## src/pkg/crcu_defines.vh

```
// Constants for the CRC instruction unit.
// Assumes inclusion by bare name from the design files.
`ifndef CRCU_DEFINES_VH
`define CRCU_DEFINES_VH
// ----------------------------------------------------------------------
// Instruction encoding
// ----------------------------------------------------------------------
`define CRCU_MAJOR_OPCODE   6'h1f
`define CRCU_FUNC_CODE      6'h0f
`define CRCU_ZERO_FIELD     5'h00
`define CRCU_SEL_IEEE       3'h0
`define CRCU_SEL_CASTAG     3'h1
`define CRCU_SIZE_BYTE      2'h0
`define CRCU_SIZE_HALF      2'h1
`define CRCU_SIZE_WORD      2'h2
`define CRCU_SIZE_DWORD     2'h3
// ----------------------------------------------------------------------
// Polynomials
// ----------------------------------------------------------------------
`define CRCU_POLY_IEEE      32'hedb88320
`define CRCU_POLY_CASTAG    32'h82f63b78
`define CRCU_CRC_MASK       32'hffffffff
// ----------------------------------------------------------------------
// Register map
// ----------------------------------------------------------------------
`define CRCU_REG_STATUS     2'h0
`define CRCU_REG_ENABLE     2'h1
`define CRCU_REG_CLEAR      2'h2
`define CRCU_REG_CONFIG     2'h3
`define CRCU_ENABLE_RESET   2'h0
`define CRCU_CONFIG_RESET   2'h3
`define CRCU_EV_DONE        0
`define CRCU_EV_TRAP        1
// ----------------------------------------------------------------------
// Timing
// ----------------------------------------------------------------------
`define CRCU_LATENCY        2
`endif

```

## src/hdl/crcu_byte_step.v

```verilog
// One byte of reflected CRC: eight shift and conditional XOR steps.
// Assumes purely combinational use inside the datapath.
`timescale 1ns/1ns
`default_nettype none
module crcu_byte_step (
  input  wire [31:0] crc_in,
  input  wire [7:0]  data_in,
  input  wire [31:0] poly,
  output reg  [31:0] crc_out
);
  integer i;
  always @* begin
    crc_out = crc_in ^ {24'h000000, data_in};
    for (i = 0; i < 8; i = i + 1) begin
      if (crc_out[0]) begin
        crc_out = (crc_out >> 1) ^ poly;
      end else begin
        crc_out = crc_out >> 1;
      end
    end
  end
endmodule // crcu_byte_step
`default_nettype wire

```

## src/hdl/crcu_avmm_regs.v

```verilog
// Avalon-MM register slave with sticky events, enable, clear and config.
// Assumes a master on the same clock; answers after one cycle of waitrequest high.
`timescale 1ns/1ns
`default_nettype none
`include "crcu_defines.vh"
module crcu_avmm_regs (
  input  wire        clk,
  input  wire        sys_rst,
  input  wire [1:0]  avs_address,
  input  wire        avs_read,
  input  wire        avs_write,
  input  wire [31:0] avs_writedata,
  output reg  [31:0] avs_readdata,
  output wire        avs_waitrequest,
  input  wire [1:0]  event_set,
  output wire        irq,
  output reg         crc_present_flag,
  output reg         ops64_enable
);
  reg  [1:0] status;
  reg  [1:0] enable;
  reg        ack;
  wire       clear_hit;
  // ----------------------------------------------------------------------
  // Handshake: one wait cycle, then a one-cycle accept.
  // ----------------------------------------------------------------------
  assign avs_waitrequest = (avs_read | avs_write) & ~ack;
  assign clear_hit = avs_write & ack & (avs_address == `CRCU_REG_CLEAR);
  assign irq = |(status & enable);
  always @(posedge clk) begin
    if (sys_rst) begin
      ack <= 1'b0;
      status <= 2'h0;
      enable <= `CRCU_ENABLE_RESET;
      {ops64_enable, crc_present_flag} <= `CRCU_CONFIG_RESET;
      avs_readdata <= 32'h00000000;
    end else begin
      ack <= (avs_read | avs_write) & ~ack;
      // Sets win over a clear in the same cycle.
      status <= (status & ~(clear_hit ? avs_writedata[1:0] : 2'h0)) | event_set;
      if (avs_write & ack) begin
        if (avs_address == `CRCU_REG_ENABLE) begin
          enable <= avs_writedata[1:0];
        end
        if (avs_address == `CRCU_REG_CONFIG) begin
          crc_present_flag <= avs_writedata[0];
          ops64_enable <= avs_writedata[1];
        end
      end
      if (avs_read & ~ack) begin
        case (avs_address)
          `CRCU_REG_STATUS: avs_readdata <= {30'h00000000, status};
          `CRCU_REG_ENABLE: avs_readdata <= {30'h00000000, enable};
          `CRCU_REG_CONFIG: avs_readdata <= {30'h00000000, ops64_enable, crc_present_flag};
          default:          avs_readdata <= 32'h00000000;
        endcase
      end
    end
  end
endmodule // crcu_avmm_regs
`default_nettype wire

```

## src/hdl/crcu_top.v

```verilog
// Execution unit for the cumulative CRC-32 instructions.
// Assumes the pipeline holds operands for the issue cycle only.
//
// Contract
// - Decode opcode, function, zero field, polynomial select.
// - Size field picks one, two, four, eight bytes.
// - Feature flag clear traps, destination unchanged.
// - Eight-byte element traps unless 64-bit enabled.
// - Running CRC low word XOR zero-extended element.
// - Shift right, XOR polynomial when bit zero set.
// - Sign-extend result, write back to CRC register.
// - No trap depends on operand values.
// - Element bit zero is top coefficient.
// - Polynomials are 32-bit reflected, top bit implied.
// - Wide element equals narrow elements in sequence.
`timescale 1ns/1ns
`default_nettype none
`include "crcu_defines.vh"
module crcu_top (
  input  wire        clk,
  input  wire        sys_rst,
  input  wire        issue_valid,
  input  wire [31:0] instr_word,
  input  wire [63:0] running_crc_operand,
  input  wire [63:0] message_operand,
  input  wire [4:0]  dest_index,
  output reg         result_valid,
  output reg  [63:0] result_data,
  output reg  [4:0]  result_index,
  output reg         result_write,
  output reg         reserved_trap,
  output wire        is_crc_op,
  input  wire [1:0]  avs_address,
  input  wire        avs_read,
  input  wire        avs_write,
  input  wire [31:0] avs_writedata,
  output wire [31:0] avs_readdata,
  output wire        avs_waitrequest,
  output wire        irq
);
  wire        crc_present_flag;
  wire        ops64_enable;
  wire [1:0]  element_size_field;
  wire [2:0]  poly_sel;
  wire [31:0] poly;
  wire        trap_now;
  wire [31:0] stage [0:8];
  reg  [31:0] next_crc;
  reg         s1_valid;
  reg         s1_trap;
  reg  [31:0] s1_crc;
  reg  [4:0]  s1_index;
  reg  [1:0]  events;
  // ----------------------------------------------------------------------
  // Decode
  // ----------------------------------------------------------------------
  assign element_size_field = instr_word[7:6];
  assign poly_sel = instr_word[10:8];
  assign is_crc_op = (instr_word[31:26] == `CRCU_MAJOR_OPCODE) &
                     (instr_word[5:0] == `CRCU_FUNC_CODE) &
                     (instr_word[15:11] == `CRCU_ZERO_FIELD) &
                     ((poly_sel == `CRCU_SEL_IEEE) | (poly_sel == `CRCU_SEL_CASTAG));
  assign poly = (poly_sel == `CRCU_SEL_CASTAG) ? `CRCU_POLY_CASTAG : `CRCU_POLY_IEEE;
  // Traps come only from configuration and size, never from data.
  assign trap_now = ~crc_present_flag |
                    ((element_size_field == `CRCU_SIZE_DWORD) & ~ops64_enable);
  // ----------------------------------------------------------------------
  // Datapath: a byte chain, each byte LSB first.
  // ----------------------------------------------------------------------
  assign stage[0] = running_crc_operand[31:0] & `CRCU_CRC_MASK;
  genvar g;
  generate
    for (g = 0; g < 8; g = g + 1) begin : g_byte
      crcu_byte_step u_step (
        .crc_in  (stage[g]),
        .data_in (message_operand[8*g+7:8*g]),
        .poly    (poly),
        .crc_out (stage[g+1])
      );
    end
  endgenerate
  always @* begin
    case (element_size_field)
      `CRCU_SIZE_BYTE:  next_crc = stage[1];
      `CRCU_SIZE_HALF:  next_crc = stage[2];
      `CRCU_SIZE_WORD:  next_crc = stage[4];
      `CRCU_SIZE_DWORD: next_crc = stage[8];
      default:          next_crc = stage[1];
    endcase
  end
  // ----------------------------------------------------------------------
  // Two-stage pipeline: fixed latency of two cycles.
  // ----------------------------------------------------------------------
  always @(posedge clk) begin
    if (sys_rst) begin
      s1_valid <= 1'b0;
      s1_trap <= 1'b0;
      s1_crc <= 32'h00000000;
      s1_index <= 5'h00;
      result_valid <= 1'b0;
      result_data <= 64'h0000000000000000;
      result_index <= 5'h00;
      result_write <= 1'b0;
      reserved_trap <= 1'b0;
      events <= 2'h0;
    end else begin
      s1_valid <= issue_valid & is_crc_op;
      s1_trap <= trap_now;
      s1_crc <= next_crc;
      s1_index <= dest_index;
      result_valid <= s1_valid;
      result_write <= s1_valid & ~s1_trap;
      reserved_trap <= s1_valid & s1_trap;
      result_index <= s1_index;
      result_data <= {{32{s1_crc[31]}}, s1_crc};
      events <= 2'h0;
      events[`CRCU_EV_DONE] <= s1_valid & ~s1_trap;
      events[`CRCU_EV_TRAP] <= s1_valid & s1_trap;
    end
  end
  // ----------------------------------------------------------------------
  // Register slave
  // ----------------------------------------------------------------------
  crcu_avmm_regs u_regs (
    .clk              (clk),
    .sys_rst          (sys_rst),
    .avs_address      (avs_address),
    .avs_read         (avs_read),
    .avs_write        (avs_write),
    .avs_writedata    (avs_writedata),
    .avs_readdata     (avs_readdata),
    .avs_waitrequest  (avs_waitrequest),
    .event_set        (events),
    .irq              (irq),
    .crc_present_flag (crc_present_flag),
    .ops64_enable     (ops64_enable)
  );
endmodule // crcu_top
`default_nettype wire

```

## config.mk

```make
export PLATFORM = sky130hd
export DESIGN_NAME = crcu_top
export DESIGN_NICKNAME = d
export VERILOG_FILES = /design/src/hdl/crcu_byte_step.v /design/src/hdl/crcu_avmm_regs.v /design/src/hdl/crcu_top.v
export VERILOG_INCLUDE_DIRS = /design/src /design/src/pkg
export SDC_FILE = /design/constraint.sdc
export NUM_CORES = 1
export LEC_CHECK = 0
export BUFFER_PORTS_ARGS = -buffer_cell sky130_fd_sc_hd__buf_2
export CORE_AREA = 2 2 200 202
export DETAILED_ROUTE_END_ITERATION = 6
export DIE_AREA = 0 0 202 204
export PLACE_DENSITY = 0.78
export SETUP_SLACK_MARGIN = 0.05
export SYNTH_ARGS = -nofsm -noshare
export SYNTH_HDL_FRONTEND = slang
export SYNTH_SLANG_ARGS = --single-unit
```

## constraint.sdc

```tcl
create_clock -name clk -period 14.8 [get_ports clk]
set_input_delay 1.48 -clock clk [delete_from_list [all_inputs] [get_ports clk]]
set_output_delay 1.48 -clock clk [all_outputs]
set_load 0.02 [all_outputs]
```

==> flow_metrics.env <==
export IMPL_vias=16509
export IMPL_required_ns=14.96
export IMPL_cp_start_kind="input pin"
export IMPL_initial_core_util_pct=54.1
export IMPL_synth_distinct_cells=77
export IMPL_cp_max_fo=13
export IMPL_cp_arrival_ns=14.25
export IMPL_drt_pass1_iterations=5
export IMPL_n_antenna_cell=0
export IMPL_hold_path_end="events[0]"
export IMPL_fin_tns_setup_ns=0
export IMPL_tightest_slew_ns=1.01
export IMPL_cts_max_path_buffers=2
export IMPL_htree_levels=3
export IMPL_dieArea_um2=41200
export IMPL_yosysWarnings=0
export IMPL_syn_area_per_cell_um2=9.49
export IMPL_drc_errors=0
export IMPL_routed_wl_mm=65.5
export IMPL_slew_headroom_pct=32.4
export IMPL_crit_start="running_crc_operand[5]"
export IMPL_ant_nets=0
export IMPL_netlist_instances=2232
export IMPL_via_per_inst=5.63
export IMPL_clk_pin_slew_worst_paths_ns=0.06
export IMPL_critPathMaxStageDelay_ns=0.76
export IMPL_dr_first_iter_drc_count=1922
export IMPL_gp_congestion=0.987
export IMPL_slowest_stage="and2_1"
export IMPL_grt_overflow=0
export IMPL_row_count=73
export IMPL_synth_edf_count=0
export IMPL_finClkSkew_ns=0.00509
export IMPL_max_freq_ghz=0.0710
export IMPL_core_area_um2=39200
export IMPL_final_common_cell="xnor2_1"
export IMPL_reg2reg_to="u_regs.status[0]"
export IMPL_track_usage_pct=31.4
export IMPL_cts_setup_buffers=0
export IMPL_clock_sinks=88
export IMPL_synth_seq_cells=88
export IMPL_hold_depth=1
export IMPL_hold_start="s1_trap"
export IMPL_yosysSeqAreaShare_pct=8.31
export IMPL_layout_min_cycle_time_ns=14.09
export IMPL_clk_latency_ns=0.33
export IMPL_ys_flop_type="dfxtp_1"
export IMPL_crit_path_end_kind="flip-flop"
export IMPL_period_share_pct=95.2
export IMPL_maxCapViolCount=0
export IMPL_fillers=3321
export IMPL_rsz0062_at_grt="no"
export IMPL_hold_buffers=0
export IMPL_finalSetupViolCount=0
export IMPL_dpl_cell_count=2915
export IMPL_wire_per_inst_um=22.3
export IMPL_die_x_um=202
export IMPL_most_common_layout_cells="708 x xnor2_1, 208 x buf_2, 200 x xor2_1"
export IMPL_cts_tree="done"
export IMPL_top_level_ports=311
export IMPL_die_h_um=204
export IMPL_hp_class="flip-flop to flip-flop"
export IMPL_synthesis_area_um2=21200
export IMPL_ys_async_sr_fraction_pct=0
export IMPL_crit_type="input pin to flip-flop"
export IMPL_report_final_slew_viol_count=0
export IMPL_r2r_cells=4
export IMPL_antenna_found_initial=0
export IMPL_yosys_top_cells_area="xnor2_1 29%, xnor3_1 14%, dfxtp_1 8.3%"
export IMPL_syn2layout_area_growth_pct=8.92
export IMPL_drive_gt1_share_pct=20.6
export IMPL_grt_max_degree=80
export IMPL_crit_path_frequent_cell="xnor2_1"
export IMPL_netlist_area_leader_share_pct=29.3
export IMPL_grt_pass1_vias=15914
export IMPL_final_cells=2931
export IMPL_detailed_place_hpwl_mm=53.0
export IMPL_status="complete, no violations"
export IMPL_hold_violations=0
export IMPL_clockRootBuffer="clkbuf_16"
export IMPL_final_nets=2605
export IMPL_synth_top_area_cell="xnor2_1"
export IMPL_portBuffers=208
export IMPL_post_cts_resize_count=0
export IMPL_r2r_start="u_regs.ack"
export IMPL_r2r_slack_ns=13.69
export IMPL_grt_pass1_wl_mm=98.0
export IMPL_cts_buffers=9
## kinds of logic after synthesis
logic type                Yosys count  share of synthesized area, %
AOI/OAI and AO/OA                 284                          7.76
xor gates and xnor gates         1185                          66.3
buffers and inverters             190                          4.98
DFF                                88                          8.31
muxes                              44                          2.63
other                               1                        0.0177
and+or+nand+nor                   440                          9.99
## cells in the mapped netlist, types with 6 or more instances
cell,n
xnor2_4,20
mux2i_1,31
xor3_1,27
xnor3_2,24
nand2_1,114
nor2_1,187
xor3_2,6
buf_1,21
a31oi_1,8
nand2b_1,8
and2_1,21
a21oi_1,119
xnor2_2,39
xnor3_1,134
o21ai_1,8
nand3_1,8
o211ai_1,6
nor3_1,8
xor2_4,9
buf_4,74
xor2_2,17
buf_2,21
mux4_2,8
xor2_1,201
nor2_2,7
nor2b_1,47
a211oi_1,18
clkbuf_1,62
dfxtp_1,88
inv_1,7
o21ai_0,81
a21boi_0,6
o22ai_1,8
xnor2_1,708
## area by class of cell
type	instances	area, µm²	area share (%)
Clock buffer	10	239	1.04
Inverter	7	26.3	0.114
Clock inverter	6	73.8	0.320
Multi-Input combinational cell	1983	18500	80.2
Sequential cell	88	1760	7.63
Tap cell	525	657	2.85
Timing Repair Buffer	312	1820	7.89
## critical path: cells and delay by family
kind / cells / cell delay (ns)
AND/OR/NAND/NOR: 8 / 2.32
buffers and inverters: 2 / 0.42
AO/OA/AOI/OAI: 5 / 1.42
XOR/XNOR: 20 / 8.55
## registers in the layout, summed over array words and instances (netlist names)
| register | flops |
|---|---|
| events | 1 |
| reserved_trap | 1 |
| result_data | 32 |
| result_index | 5 |
| result_valid | 1 |
| s1_crc | 32 |
| s1_index | 5 |
| s1_trap | 1 |
| s1_valid | 1 |
| u_regs.ack | 1 |
| u_regs.avs_readdata | 2 |
| u_regs.crc_present_flag | 1 |
| u_regs.enable | 2 |
| u_regs.ops64_enable | 1 |
| u_regs.status | 2 |
## metrics by stage
| stage | hold slack, ns | area (µm²) | setup WS (ns) | utilization [%] |
|---|---|---|---|---|
| 5_1_grt | 0.431 | 23100 | 0.402 | 58.9 |
| 4_1_cts | 0.404 | 23100 | 0.972 | 58.9 |
| 6_report | 0.402 | 23100 | 0.713 | 58.9 |
| 2_1_floorplan | 0.383 | 21300 | 2.46 | - |
| 3_5_place_dp | 0.397 | 22800 | 0.675 | 58.1 |
| 3_3_place_gp | 0.391 | 22800 | 0.895 | 58.1 |
## worst max-delay path by stage
stage / to / depth (start not counted)
6_report: s1_crc[19] / 35
5_1_grt: s1_crc[19] / 35
4_1_cts: s1_crc[19] / 34
3_5_place_dp: s1_crc[19] / 34
3_3_place_gp: s1_crc[19] / 34
2_1_floorplan: s1_crc[27] / 35
## per-layer routing
| metal | wire length, µm | global-route usage [%] |
|---|---|---|
| met1 | 26600 | 42.1 |
| met2 | 29200 | 50.5 |
| met3 | 6990 | 5.95 |
| met4 | 2640 | 11.0 |
| met5 | 0 | 0 |
Power is not shown: default switching activity piles up to over one toggle a cycle in this logic, so the estimate is an artifact.
